`src/ipcoc_consts.vh`:
```
// Constants for the IR pixel calibration and offset compensation block
// Functional notes
// - Pixel offset delta byte comes from EEPROM 0x00-0x3F, unsigned.
// - Pixel offset slope byte comes from EEPROM 0x40-0x7F, two's complement.
// - Per-pixel bytes use the pixel index as offset in each pixel region.
// - Sensitivity slope exponent is byte 0xC0 low nibble; high nibble ignored.
// - Sensitivity object slope is signed byte at 0xC4.
// - Sensitivity slope divides by two to the nibble plus eight.
// - Common offset is signed 16 bits from 0xD0 low, 0xD1 high.
// - Gradient pixel offset is signed 16 bits from 0xD3 low, 0xD4 high.
// - Gradient pixel offset slope is signed byte at 0xD5.
// - Gradient pixel sensitivity is unsigned from 0xD6 low, 0xD7 high.
// - Byte 0xD9 high nibble scales the pixel offset delta.
// - Byte 0xD9 low nibble divides both offset slopes.
// - Shared pixel sensitivity is unsigned from 0xE0 low, 0xE1 high.
// - Shared sensitivity exponent is unsigned byte 0xE2.
// - Pixel sensitivity delta exponent is unsigned byte 0xE3.
// - Ambient sensitivity slope is signed 16 bits 0xE6/0xE7, exponent 20.
// - Object temperature needs ambient Kelvin; offset 273.15 degrees.
// - Pixel offset is common plus scaled delta, divided by 2^(3-resolution).
// - Gradient pixel uses same offset compensation and same slope exponent.
// - Gradient coefficient is signed byte divided by 32, scales gradient signal.
// - Emissivity is 16 bits over 32768; gradient-compensated signal divided by it.
`ifndef IPCOC_CONSTS_VH
`define IPCOC_CONSTS_VH
`define IPCOC_EE_DELTA_BASE 8'h00
`define IPCOC_EE_SLOPE_BASE 8'h40
`define IPCOC_EE_DSENS_BASE 8'h80
`define IPCOC_EE_SENS_SCALE 8'hC0
`define IPCOC_EE_SENS_OBJ 8'hC4
`define IPCOC_EE_COMMON_L 8'hD0
`define IPCOC_EE_COMMON_H 8'hD1
`define IPCOC_EE_GRAD_OFS_L 8'hD3
`define IPCOC_EE_GRAD_OFS_H 8'hD4
`define IPCOC_EE_GRAD_SLOPE 8'hD5
`define IPCOC_EE_GRAD_SENS_L 8'hD6
`define IPCOC_EE_GRAD_SENS_H 8'hD7
`define IPCOC_EE_GRAD_COEF 8'hD8
`define IPCOC_EE_SCALES 8'hD9
`define IPCOC_EE_SHARED_L 8'hE0
`define IPCOC_EE_SHARED_H 8'hE1
`define IPCOC_EE_SHARED_EXP 8'hE2
`define IPCOC_EE_DSENS_EXP 8'hE3
`define IPCOC_EE_EMISS_L 8'hE4
`define IPCOC_EE_EMISS_H 8'hE5
`define IPCOC_EE_AMBSLOPE_L 8'hE6
`define IPCOC_EE_AMBSLOPE_H 8'hE7
`define IPCOC_FETCH_LAST 5'd21
`define IPCOC_SENS_EXP_BIAS 5'd8
`define IPCOC_AMBSLOPE_EXP 8'h14
`define IPCOC_GRAD_COEF_SHIFT 6'h05
`define IPCOC_EMISS_SHIFT 7'h0F
`define IPCOC_FRAC 5'h10
`define IPCOC_Q8_TO_Q16 5'h08
`define IPCOC_REF_AMB 17'h01900
`define IPCOC_KELVIN_Q8 24'h011126
`define IPCOC_RES_MAX 2'h3
`define IPCOC_REG_CTRL 8'h00
`define IPCOC_REG_PIXEL_IDX 8'h04
`define IPCOC_REG_PIX_RAW 8'h08
`define IPCOC_REG_GRAD_RAW 8'h0C
`define IPCOC_REG_AMBIENT 8'h10
`define IPCOC_REG_STATUS 8'h14
`define IPCOC_REG_PIX_OC 8'h18
`define IPCOC_REG_GRAD_OC 8'h1C
`define IPCOC_REG_PIX_GRAD 8'h20
`define IPCOC_REG_PIX_COMP 8'h24
`define IPCOC_REG_OFFSETS 8'h28
`define IPCOC_REG_SENS 8'h2C
`define IPCOC_REG_EXPS 8'h30
`define IPCOC_REG_SLOPES 8'h34
`define IPCOC_REG_AMBSLOPE 8'h38
`define IPCOC_REG_EMISS 8'h3C
`define IPCOC_REG_KELVIN 8'h40
`define IPCOC_CTRL_START 0
`define IPCOC_CTRL_RES_LSB 4
`define IPCOC_RESP_OKAY 2'h0
`define IPCOC_RESP_SLVERR 2'h2
`endif

```
`src/ipcoc_offset_comp.v`:
```
// Offset compensation of one readout against offset and ambient slope
`include "ipcoc_consts.vh"
module ipcoc_offset_comp (
  input wire [15:0] raw_i,
  input wire [15:0] base_i,
  input wire [7:0] delta_i,
  input wire [3:0] delta_exp_i,
  input wire [7:0] slope_i,
  input wire [3:0] slope_exp_i,
  input wire [1:0] res_i,
  input wire [15:0] amb_i,
  output wire [47:0] oc_o
);
  // All terms carried as Q.16 so fractional slopes are not lost
  wire [1:0] res_shift = `IPCOC_RES_MAX - res_i;
  wire signed [47:0] raw_w = $signed(raw_i);
  wire signed [47:0] base_w = $signed(base_i);
  wire [47:0] delta_w = {40'h0000000000, delta_i};
  wire [4:0] delta_sh = {1'b0, delta_exp_i} + `IPCOC_FRAC;
  wire [47:0] delta_q = delta_w << delta_sh;
  wire signed [47:0] a_q = ((base_w <<< `IPCOC_FRAC) + $signed(delta_q)) >>> res_shift;
  wire signed [16:0] amb_d = $signed({amb_i[15], amb_i}) - $signed(`IPCOC_REF_AMB);
  wire signed [24:0] prod = $signed(slope_i) * amb_d;
  wire signed [47:0] prod_w = prod;
  wire [4:0] slope_sh = {1'b0, slope_exp_i} + {3'h0, res_shift};
  wire signed [47:0] b_q = (prod_w <<< `IPCOC_Q8_TO_Q16) >>> slope_sh;
  assign oc_o = (raw_w <<< `IPCOC_FRAC) - a_q - b_q;
endmodule

```
`src/ipcoc_serial_div.v`:
```
// Serial restoring divider, one quotient bit per enabled clock
module ipcoc_serial_div #(
  parameter NW = 64,
  parameter DW = 16
) (
  input wire clk_sys_i,
  input wire rst_n_i,
  input wire ce_i,
  input wire start_i,
  input wire [NW-1:0] num_i,
  input wire [DW-1:0] den_i,
  output reg [NW-1:0] quo_o,
  output reg done_o
);
  localparam CW = $clog2(NW + 1);
  reg [DW:0] rem;
  reg [DW-1:0] den;
  reg [CW-1:0] cnt;
  // Zero divisor gives an all-ones quotient; no trap is raised
  wire [DW:0] trial = {rem[DW-1:0], quo_o[NW-1]};
  wire fits = trial >= {1'b0, den};
  always @(posedge clk_sys_i or negedge rst_n_i) begin
    if (!rst_n_i) begin
      rem <= {(DW+1){1'b0}};
      den <= {DW{1'b0}};
      cnt <= {CW{1'b0}};
      quo_o <= {NW{1'b0}};
      done_o <= 1'b0;
    end else if (ce_i) begin
      done_o <= 1'b0;
      if (start_i) begin
        rem <= {(DW+1){1'b0}};
        den <= den_i;
        quo_o <= num_i;
        cnt <= NW[CW-1:0];
      end else if (cnt != {CW{1'b0}}) begin
        rem <= fits ? trial - {1'b0, den} : trial;
        quo_o <= {quo_o[NW-2:0], fits};
        cnt <= cnt - 1'b1;
        done_o <= (cnt == {{(CW-1){1'b0}}, 1'b1});
      end
    end
  end
endmodule

```
`src/ipcoc_top.v`:
```
// IR pixel calibration fetch, coefficient decode and offset compensation
//
// Register access over AXI4-Lite and the placing of the registers are this design's own decisions.
`include "ipcoc_consts.vh"
module ipcoc_top (
  input wire clk_sys_i,
  input wire rst_n_i,
  input wire ce_i,
  input wire [7:0] s_axi_awaddr_i,
  input wire s_axi_awvalid_i,
  output reg s_axi_awready_o,
  input wire [31:0] s_axi_wdata_i,
  input wire [3:0] s_axi_wstrb_i,
  input wire s_axi_wvalid_i,
  output reg s_axi_wready_o,
  output reg [1:0] s_axi_bresp_o,
  output reg s_axi_bvalid_o,
  input wire s_axi_bready_i,
  input wire [7:0] s_axi_araddr_i,
  input wire s_axi_arvalid_i,
  output reg s_axi_arready_o,
  output reg [31:0] s_axi_rdata_o,
  output reg [1:0] s_axi_rresp_o,
  output reg s_axi_rvalid_o,
  input wire s_axi_rready_i,
  output reg [7:0] ee_addr_o,
  output reg ee_rd_o,
  input wire [7:0] ee_data_i,
  input wire ee_valid_i
);
  localparam S_IDLE = 2'b00;
  localparam S_FETCH = 2'b01;
  localparam S_CALC = 2'b10;
  localparam S_DIV = 2'b11;

  ////////////////////////////////////////////////////////////////////////////
  // Host-written settings
  reg [1:0] adc_resolution_setting;
  reg [5:0] pixel_index;
  reg [15:0] pixel_readout;
  reg [15:0] gradient_pixel_readout;
  reg [15:0] ambient_temperature;
  reg start_req;
  reg [7:0] aw_addr;
  reg aw_held;
  reg [31:0] w_data;
  reg [3:0] w_strb;
  reg w_held;

  // State of the computation
  reg [1:0] state;
  reg [4:0] step;
  reg done_flag;
  reg [7:0] ee_byte [0:255];
  reg signed [47:0] pix_oc;
  reg signed [47:0] grad_oc;
  reg signed [47:0] pix_grad;
  reg [31:0] pix_comp;
  reg comp_neg;
  reg div_start;
  wire [63:0] div_quo;
  wire div_done;

  function [31:0] merge_bytes(input [31:0] old, input [31:0] nw, input [3:0] strb);
    integer k;
    begin
      merge_bytes = old;
      for (k = 0; k < 4; k = k + 1) begin
        if (strb[k]) begin
          merge_bytes[k*8 +: 8] = nw[k*8 +: 8];
        end
      end
    end
  endfunction

  // Fetch order: three per-pixel bytes, then the shared calibration bytes
  function [7:0] fetch_addr(input [4:0] s, input [5:0] idx);
    begin
      case (s)
        5'd0: fetch_addr = `IPCOC_EE_DELTA_BASE + {2'b00, idx};
        5'd1: fetch_addr = `IPCOC_EE_SLOPE_BASE + {2'b00, idx};
        5'd2: fetch_addr = `IPCOC_EE_DSENS_BASE + {2'b00, idx};
        5'd3: fetch_addr = `IPCOC_EE_SENS_SCALE;
        5'd4: fetch_addr = `IPCOC_EE_SENS_OBJ;
        5'd5: fetch_addr = `IPCOC_EE_COMMON_L;
        5'd6: fetch_addr = `IPCOC_EE_COMMON_H;
        5'd7: fetch_addr = `IPCOC_EE_GRAD_OFS_L;
        5'd8: fetch_addr = `IPCOC_EE_GRAD_OFS_H;
        5'd9: fetch_addr = `IPCOC_EE_GRAD_SLOPE;
        5'd10: fetch_addr = `IPCOC_EE_GRAD_SENS_L;
        5'd11: fetch_addr = `IPCOC_EE_GRAD_SENS_H;
        5'd12: fetch_addr = `IPCOC_EE_GRAD_COEF;
        5'd13: fetch_addr = `IPCOC_EE_SCALES;
        5'd14: fetch_addr = `IPCOC_EE_SHARED_L;
        5'd15: fetch_addr = `IPCOC_EE_SHARED_H;
        5'd16: fetch_addr = `IPCOC_EE_SHARED_EXP;
        5'd17: fetch_addr = `IPCOC_EE_DSENS_EXP;
        5'd18: fetch_addr = `IPCOC_EE_EMISS_L;
        5'd19: fetch_addr = `IPCOC_EE_EMISS_H;
        5'd20: fetch_addr = `IPCOC_EE_AMBSLOPE_L;
        default: fetch_addr = `IPCOC_EE_AMBSLOPE_H;
      endcase
    end
  endfunction

  ////////////////////////////////////////////////////////////////////////////
  // Decoded coefficients
  wire [7:0] pixel_offset_delta = ee_byte[`IPCOC_EE_DELTA_BASE + {2'b00, pixel_index}];
  wire [7:0] pixel_offset_slope = ee_byte[`IPCOC_EE_SLOPE_BASE + {2'b00, pixel_index}];
  wire [7:0] pixel_sensitivity_delta = ee_byte[`IPCOC_EE_DSENS_BASE + {2'b00, pixel_index}];
  wire [4:0] sensitivity_slope_exponent =
    {1'b0, ee_byte[`IPCOC_EE_SENS_SCALE][3:0]} + `IPCOC_SENS_EXP_BIAS;
  wire [7:0] sensitivity_object_slope = ee_byte[`IPCOC_EE_SENS_OBJ];
  wire [15:0] common_offset =
    {ee_byte[`IPCOC_EE_COMMON_H], ee_byte[`IPCOC_EE_COMMON_L]};
  wire [15:0] gradient_pixel_offset =
    {ee_byte[`IPCOC_EE_GRAD_OFS_H], ee_byte[`IPCOC_EE_GRAD_OFS_L]};
  wire [7:0] gradient_pixel_offset_slope = ee_byte[`IPCOC_EE_GRAD_SLOPE];
  wire [15:0] gradient_pixel_sensitivity =
    {ee_byte[`IPCOC_EE_GRAD_SENS_H], ee_byte[`IPCOC_EE_GRAD_SENS_L]};
  wire [7:0] thermal_gradient_coefficient = ee_byte[`IPCOC_EE_GRAD_COEF];
  wire [3:0] offset_delta_exponent = ee_byte[`IPCOC_EE_SCALES][7:4];
  wire [3:0] offset_slope_exponent = ee_byte[`IPCOC_EE_SCALES][3:0];
  wire [15:0] shared_pixel_sensitivity =
    {ee_byte[`IPCOC_EE_SHARED_H], ee_byte[`IPCOC_EE_SHARED_L]};
  wire [7:0] shared_sensitivity_exponent = ee_byte[`IPCOC_EE_SHARED_EXP];
  wire [7:0] sensitivity_delta_exponent = ee_byte[`IPCOC_EE_DSENS_EXP];
  wire [15:0] emissivity = {ee_byte[`IPCOC_EE_EMISS_H], ee_byte[`IPCOC_EE_EMISS_L]};
  wire [15:0] sensitivity_ambient_slope =
    {ee_byte[`IPCOC_EE_AMBSLOPE_H], ee_byte[`IPCOC_EE_AMBSLOPE_L]};
  // Kelvin ambient is handed to software, which takes the fourth root
  wire [23:0] ambient_kelvin =
    {{8{ambient_temperature[15]}}, ambient_temperature} + `IPCOC_KELVIN_Q8;

  ////////////////////////////////////////////////////////////////////////////
  // Datapath
  wire [47:0] pix_oc_w;
  wire [47:0] grad_oc_w;
  ipcoc_offset_comp u_pix_oc (
    .raw_i(pixel_readout),
    .base_i(common_offset),
    .delta_i(pixel_offset_delta),
    .delta_exp_i(offset_delta_exponent),
    .slope_i(pixel_offset_slope),
    .slope_exp_i(offset_slope_exponent),
    .res_i(adc_resolution_setting),
    .amb_i(ambient_temperature),
    .oc_o(pix_oc_w)
  );
  // Same path for the gradient pixel, no delta, same slope exponent
  ipcoc_offset_comp u_grad_oc (
    .raw_i(gradient_pixel_readout),
    .base_i(gradient_pixel_offset),
    .delta_i(8'h00),
    .delta_exp_i(4'h0),
    .slope_i(gradient_pixel_offset_slope),
    .slope_exp_i(offset_slope_exponent),
    .res_i(adc_resolution_setting),
    .amb_i(ambient_temperature),
    .oc_o(grad_oc_w)
  );
  wire signed [55:0] grad_prod = $signed(thermal_gradient_coefficient) * $signed(grad_oc_w);
  wire signed [55:0] grad_term = grad_prod >>> `IPCOC_GRAD_COEF_SHIFT;
  wire signed [47:0] pix_grad_w = $signed(pix_oc_w) - grad_term[47:0];
  wire [47:0] pix_grad_mag = pix_grad_w[47] ? -pix_grad_w : pix_grad_w;
  wire [63:0] div_num = {16'h0000, pix_grad_mag} << `IPCOC_EMISS_SHIFT;
  wire [31:0] div_q32 = div_quo[31:0];

  ipcoc_serial_div #(
    .NW(64),
    .DW(16)
  ) u_div (
    .clk_sys_i(clk_sys_i),
    .rst_n_i(rst_n_i),
    .ce_i(ce_i),
    .start_i(div_start),
    .num_i(div_num),
    .den_i(emissivity),
    .quo_o(div_quo),
    .done_o(div_done)
  );

  ////////////////////////////////////////////////////////////////////////////
  // Sequencer: fetch, compute, divide
  always @(posedge clk_sys_i or negedge rst_n_i) begin
    if (!rst_n_i) begin
      state <= S_IDLE;
      step <= 5'd0;
      done_flag <= 1'b0;
      ee_addr_o <= 8'h00;
      ee_rd_o <= 1'b0;
      pix_oc <= 48'h000000000000;
      grad_oc <= 48'h000000000000;
      pix_grad <= 48'h000000000000;
      pix_comp <= 32'h00000000;
      comp_neg <= 1'b0;
      div_start <= 1'b0;
    end else if (ce_i) begin
      div_start <= 1'b0;
      case (state)
        S_IDLE: begin
          // Inputs are used live, so the host holds them while busy
          if (start_req) begin
            done_flag <= 1'b0;
            step <= 5'd0;
            ee_addr_o <= fetch_addr(5'd0, pixel_index);
            ee_rd_o <= 1'b1;
            state <= S_FETCH;
          end
        end
        S_FETCH: begin
          // One byte at a time; the store may answer after any delay
          if (!ee_rd_o) begin
            ee_addr_o <= fetch_addr(step, pixel_index);
            ee_rd_o <= 1'b1;
          end else if (ee_valid_i) begin
            ee_rd_o <= 1'b0;
            if (step == `IPCOC_FETCH_LAST) begin
              state <= S_CALC;
            end else begin
              step <= step + 5'd1;
            end
          end
        end
        S_CALC: begin
          pix_oc <= pix_oc_w;
          grad_oc <= grad_oc_w;
          pix_grad <= pix_grad_w;
          comp_neg <= pix_grad_w[47];
          div_start <= 1'b1;
          state <= S_DIV;
        end
        default: begin
          if (div_done) begin
            pix_comp <= comp_neg ? -div_q32 : div_q32;
            done_flag <= 1'b1;
            state <= S_IDLE;
          end
        end
      endcase
    end
  end

  // Byte store has no reset; only the 22 fetched bytes are valid after a fetch
  always @(posedge clk_sys_i) begin
    if (ce_i && state == S_FETCH && ee_rd_o && ee_valid_i) begin
      ee_byte[ee_addr_o] <= ee_data_i;
    end
  end

  ////////////////////////////////////////////////////////////////////////////
  // Register read decode
  reg rd_hit;
  reg [31:0] rd_word;
  always @* begin
    rd_hit = 1'b1;
    rd_word = 32'h00000000;
    case (s_axi_araddr_i)
      `IPCOC_REG_CTRL: rd_word = {26'h0000000, adc_resolution_setting, 4'h0};
      `IPCOC_REG_PIXEL_IDX: rd_word = {26'h0000000, pixel_index};
      `IPCOC_REG_PIX_RAW: rd_word = {16'h0000, pixel_readout};
      `IPCOC_REG_GRAD_RAW: rd_word = {16'h0000, gradient_pixel_readout};
      `IPCOC_REG_AMBIENT: rd_word = {16'h0000, ambient_temperature};
      `IPCOC_REG_STATUS: rd_word = {30'h00000000, done_flag, state != S_IDLE};
      `IPCOC_REG_PIX_OC: rd_word = pix_oc[31:0];
      `IPCOC_REG_GRAD_OC: rd_word = grad_oc[31:0];
      `IPCOC_REG_PIX_GRAD: rd_word = pix_grad[31:0];
      `IPCOC_REG_PIX_COMP: rd_word = pix_comp;
      `IPCOC_REG_OFFSETS: rd_word = {gradient_pixel_offset, common_offset};
      `IPCOC_REG_SENS: rd_word = {gradient_pixel_sensitivity, shared_pixel_sensitivity};
      `IPCOC_REG_EXPS: rd_word = {3'h0, sensitivity_slope_exponent,
        sensitivity_delta_exponent, shared_sensitivity_exponent,
        offset_slope_exponent, offset_delta_exponent};
      `IPCOC_REG_SLOPES: rd_word = {pixel_offset_slope, thermal_gradient_coefficient,
        gradient_pixel_offset_slope, sensitivity_object_slope};
      `IPCOC_REG_AMBSLOPE: rd_word = {`IPCOC_AMBSLOPE_EXP, pixel_sensitivity_delta,
        sensitivity_ambient_slope};
      `IPCOC_REG_EMISS: rd_word = {16'h0000, emissivity};
      `IPCOC_REG_KELVIN: rd_word = {8'h00, ambient_kelvin};
      default: rd_hit = 1'b0;
    endcase
  end

  ////////////////////////////////////////////////////////////////////////////
  // AXI4-Lite slave
  wire [31:0] ctrl_old = {26'h0000000, adc_resolution_setting, 4'h0};
  wire [31:0] ctrl_new = merge_bytes(ctrl_old, w_data, w_strb);
  wire [31:0] idx_new = merge_bytes({26'h0000000, pixel_index}, w_data, w_strb);
  wire [31:0] praw_new = merge_bytes({16'h0000, pixel_readout}, w_data, w_strb);
  wire [31:0] graw_new = merge_bytes({16'h0000, gradient_pixel_readout}, w_data, w_strb);
  wire [31:0] amb_new = merge_bytes({16'h0000, ambient_temperature}, w_data, w_strb);

  always @(posedge clk_sys_i or negedge rst_n_i) begin
    if (!rst_n_i) begin
      s_axi_awready_o <= 1'b0;
      s_axi_wready_o <= 1'b0;
      s_axi_bvalid_o <= 1'b0;
      s_axi_bresp_o <= `IPCOC_RESP_OKAY;
      s_axi_arready_o <= 1'b0;
      s_axi_rvalid_o <= 1'b0;
      s_axi_rresp_o <= `IPCOC_RESP_OKAY;
      s_axi_rdata_o <= 32'h00000000;
      aw_addr <= 8'h00;
      aw_held <= 1'b0;
      w_data <= 32'h00000000;
      w_strb <= 4'h0;
      w_held <= 1'b0;
      start_req <= 1'b0;
      adc_resolution_setting <= `IPCOC_RES_MAX;
      pixel_index <= 6'h00;
      pixel_readout <= 16'h0000;
      gradient_pixel_readout <= 16'h0000;
      ambient_temperature <= 16'h0000;
    end else if (ce_i) begin
      s_axi_awready_o <= 1'b0;
      s_axi_wready_o <= 1'b0;
      s_axi_arready_o <= 1'b0;
      start_req <= 1'b0;
      if (s_axi_awvalid_i && !s_axi_awready_o && !aw_held) begin
        s_axi_awready_o <= 1'b1;
        aw_addr <= s_axi_awaddr_i;
        aw_held <= 1'b1;
      end
      if (s_axi_wvalid_i && !s_axi_wready_o && !w_held) begin
        s_axi_wready_o <= 1'b1;
        w_data <= s_axi_wdata_i;
        w_strb <= s_axi_wstrb_i;
        w_held <= 1'b1;
      end
      if (aw_held && w_held && !s_axi_bvalid_o) begin
        aw_held <= 1'b0;
        w_held <= 1'b0;
        s_axi_bvalid_o <= 1'b1;
        s_axi_bresp_o <= `IPCOC_RESP_OKAY;
        case (aw_addr)
          `IPCOC_REG_CTRL: begin
            adc_resolution_setting <= ctrl_new[`IPCOC_CTRL_RES_LSB +: 2];
            // Start while busy is dropped, not queued
            start_req <= ctrl_new[`IPCOC_CTRL_START] && state == S_IDLE;
          end
          `IPCOC_REG_PIXEL_IDX: pixel_index <= idx_new[5:0];
          `IPCOC_REG_PIX_RAW: pixel_readout <= praw_new[15:0];
          `IPCOC_REG_GRAD_RAW: gradient_pixel_readout <= graw_new[15:0];
          `IPCOC_REG_AMBIENT: ambient_temperature <= amb_new[15:0];
          `IPCOC_REG_STATUS, `IPCOC_REG_PIX_OC, `IPCOC_REG_GRAD_OC,
          `IPCOC_REG_PIX_GRAD, `IPCOC_REG_PIX_COMP, `IPCOC_REG_OFFSETS,
          `IPCOC_REG_SENS, `IPCOC_REG_EXPS, `IPCOC_REG_SLOPES,
          `IPCOC_REG_AMBSLOPE, `IPCOC_REG_EMISS, `IPCOC_REG_KELVIN: begin
            s_axi_bresp_o <= `IPCOC_RESP_OKAY;
          end
          default: s_axi_bresp_o <= `IPCOC_RESP_SLVERR;
        endcase
      end else if (s_axi_bvalid_o && s_axi_bready_i) begin
        s_axi_bvalid_o <= 1'b0;
      end
      if (s_axi_arvalid_i && !s_axi_arready_o && !s_axi_rvalid_o) begin
        s_axi_arready_o <= 1'b1;
        s_axi_rvalid_o <= 1'b1;
        s_axi_rdata_o <= rd_word;
        s_axi_rresp_o <= rd_hit ? `IPCOC_RESP_OKAY : `IPCOC_RESP_SLVERR;
      end else if (s_axi_rvalid_o && s_axi_rready_i) begin
        s_axi_rvalid_o <= 1'b0;
      end
    end
  end
endmodule

```
`config.mk`:
```
export PLATFORM = sky130hd
export DESIGN_NAME = ipcoc_top
export DESIGN_NICKNAME = d
export VERILOG_FILES = /design/src/ipcoc_offset_comp.v /design/src/ipcoc_serial_div.v /design/src/ipcoc_top.v
export VERILOG_INCLUDE_DIRS = /design/src /design/src/src
export SDC_FILE = /design/constraint.sdc
export NUM_CORES = 2
export LEC_CHECK = 0
export ABC_AREA = 1
export BUFFER_PORTS_ARGS = -buffer_cell sky130_fd_sc_hd__buf_2
export CAP_MARGIN = 20
export CORE_MARGIN = 1.5
export CORE_UTILIZATION = 45
export CTS_CLUSTER_SIZE = 8
export DETAILED_ROUTE_END_ITERATION = 10
export PLACE_DENSITY = 0.7
export SYNTH_ARGS = -nofsm -noshare
export SYNTH_HDL_FRONTEND = slang
export SYNTH_SLANG_ARGS = --single-unit
```
`constraint.sdc`:
```
create_clock -name clk_sys_i -period 17.4 [get_ports clk_sys_i]
set_input_delay 1.74 -clock clk_sys_i [delete_from_list [all_inputs] [get_ports clk_sys_i]]
set_output_delay 1.74 -clock clk_sys_i [all_outputs]
set_load 0.005 [all_outputs]
```
==> flow_summary.yaml <==
timing:
  setup_viol: 0
  max_freq_mhz: 61.3
  min_period_ps: 16310
  slew_headroom_pct: 3.73
  tns_ps: 0
  skew_ps: 54.9
  final.period_utilization_pct: 93.8
  worst_slew_pin_slew_ps: 1410
  drv_slew: 0
  report.final.hold_viol_count: 0
setup_path:
  cp.required_ps: 18100
  crit_fanout: 10
  critPathTopFamily: "adder cells"
  critical_path_arrival_ps: 17010
  cp-end-kind: "flip-flop"
  crit_buf_inv: 10
  critical_path_class: "reg -> reg"
  cp_common_cell: "nand2_1"
  slowest_stage: "fa_1"
  critPathMaxStageDelay_ps: 550
  crit_path_start_kind: "flip-flop"
detailed_routing:
  drc: 0
  ant_nets: 0
  vias: 96800
  wire_per_inst_um: 23.5
  drt_iter0_drc: 11000
  via_per_inst: 5.76
  drtPass1Iterations: 6
  wl_um: 395000
synthesis:
  postSynth.asyncResetShare_pct: 18.2
  yosysUniqueCellTypes: 80
  synth_top_family_by_area: "simple AND/OR/NAND/NOR gates"
  synthAdderAreaFrac_pct: 13.0
  syn_avg_cell_area_um2: 9.30
  ys_ff_latch: 2059
  synth_ff_type: "edfxtp_1"
  yosysWarnings: 0
  synth_edf_count: 1684
  synth_compound_area_share_pct: 12.7
  synth-simple-area-share_pct: 16.2
  netlist_area_um2: 123000
  syn_inst: 13200
  synth_seq_area_share_pct: 48.8
  muxShareOfSynthArea_pct: 0.267
  synth-xor-area-share_pct: 1.88
global_routing:
  grt_first_pass_wirelength_um: 588000
  antenna_found_initial: 10
  track_usage_pct: 28.1
  grt_pass1_vias: 93800
  grt_max_degree: 208
  overflow: 0
clocking:
  cts_made_buffers: 302
  clkLatencyLatePin_ps: 860
  clockBufferDepth: 4
  root_buffer: "clkbuf_16"
  clkSinkCount: 2059
  cts_htree_levels: 5
  cts_tree: "done"
  path_clk_slew_ps: 50
finish:
  final_common_cell: "nand2_1"
  syn2layout_area_growth_pct: 9.98
  final_cell_mix: "nand2_1 (2,145), nor2_1 (1,989), edfxtp_1 (1,684), inv_1 (1,564), o21ai_0 (1,465)"
  utilization_pct: 49.8
  drive_gt1_share_pct: 5.76
  fin_cells: 16800
  nets: 14200
floorplan:
  die_w_um: 525
  die_y_um: 525
  io_pins: 119
  die_area_um2: 276000
  rows: 191
  initial_core_util_pct: 45.3
  core_area_um2: 271000
outcome:
  status: "complete, no violations"
place:
  place.gp.congestion: 1.04
  place_hpwl_um: 275000
  dp_cells: 16400
  io_buffers: 98
worst_hold_path:
  hold_class: "reg -> reg"
job:
  maxCapViolations: 0
registers in the layout, indices dropped and copies added (netlist names), 2 cells and up:
register,cells
u_div.quo_o,64
ee_addr_o,8
pix_grad,32
adc_resolution_setting,2
aw_addr,8
u_div.cnt,7
w_data,16
step,5
gradient_pixel_readout,16
pix_oc,32
w_strb,2
u_div.rem,16
ee_byte,1684
pixel_readout,16
pix_comp,32
pixel_index,6
u_div.den,16
ambient_temperature,16
state,2
grad_oc,32
s_axi_rdata_o,32
kinds of logic (layout without fill, tap and decap cells):
logic type               count (synthesis)  in the layout
XOR/XNOR                               257            257
buffers and inverters                 2238           2276
multiplexers                            32             32
other                                    1              8
AND/OR/NAND/NOR                       4934           4934
AO/OA/AOI/OAI                         2732           2732
adder cells (fa/ha/maj)                946            946
flip-flops                            2059           2059
per-layer routing:
metal  track usage, %  vias to the layer above  part of all wire (%)
met5                0                        -                0.0089
met4             17.0                        6                   7.0
met3             5.24                      956                   9.4
met2             43.7                     4741                    45
met1             36.6                    46800                    39
li1                 -                    44300                     -
repair_timing:
| item | CTS | global route |
|---|---|---|
| buffers inserted | 0 | 5 |
| setup endpoints to repair | 0 | 48 |
| endpoints found under the hold margin | 0 | 0 |
| resized for setup | 0 | 23 |
| hold buffers | 0 | 0 |
Yosys cell counts, drive strengths merged, types with 6 or more instances:
cell | n | area share, %
o21a | 19 | 0.12
a2111oi | 8 | 0.057
a211oi | 10 | 0.061
ha | 393 | 4.0
nand3b | 13 | 0.079
xor2 | 173 | 1.3
xnor2 | 84 | 0.62
a21o | 28 | 0.17
o21bai | 19 | 0.12
mux2i | 26 | 0.21
o211ai | 47 | 0.29
mux2 | 6 | 0.055
o31ai | 8 | 0.049
o2111ai | 16 | 0.11
o32ai | 6 | 0.043
and2 | 12 | 0.061
nand4 | 66 | 0.34
edfxtp | 1684 | 41
a31oi | 68 | 0.35
nor3b | 6 | 0.037
or2 | 23 | 0.12
dfrtp | 373 | 7.6
fa | 553 | 9.0
clkinv | 24 | 0.073
a221oi | 41 | 0.29
inv | 1585 | 4.8
o21ai | 1513 | 6.2
o22ai | 380 | 1.9
clkbuf | 460 | 1.4
o221ai | 137 | 0.98
nor3 | 76 | 0.33
a21oi | 376 | 1.6
and3 | 9 | 0.046
nor2 | 2008 | 6.2
nand3 | 512 | 2.2
nand2 | 2171 | 6.7
a21boi | 9 | 0.064
o311ai | 15 | 0.11
buf | 169 | 0.69
nor4 | 37 | 0.20
area by class of cell:
cell class,count,area [um^2]
fillers,24700,136000
flip-flops and latches,2059,60000
multi-input cells,8903,54400
clock buffers,390,8080
inverters,1609,6080
well taps,3570,4470
repair buffers,263,1930
clock inverters,14,119
diodes,6,15.0
worst paths after layout:
path | startpoint | endpoint | slack (ps) | cells past startpoint
worst max-delay path | ambient_temperature[9] | u_div.quo_o[58] | 1090 | 72
worst min-delay path | s_axi_rdata_o[7] | s_axi_rdata_o[7] | 470 | 1
worst max register to register | ambient_temperature[9] | u_div.quo_o[58] | 1090 | 72
worst min register to register | s_axi_rdata_o[7] | s_axi_rdata_o[7] | 470 | 1
max in group asynchronous | rst_n_i | pixel_index[2] | 14070 | 3
min in group asynchronous | rst_n_i | u_div.quo_o[53] | 980 | 1
per-stage QoR:
stage          area, um^2  hold slack, ps  setup slack (ps)
4_1_cts            135000             475               550
3_5_place_dp       127000             461               614
3_3_place_gp       127000             458               792
6_report           135000             469              1090
5_1_grt            135000             484             -1.27
2_1_floorplan      123000             445              3530
Power is left out: the tool's default activity adds up to more than one toggle a clock period on the data nets, which glitch-free logic cannot reach.
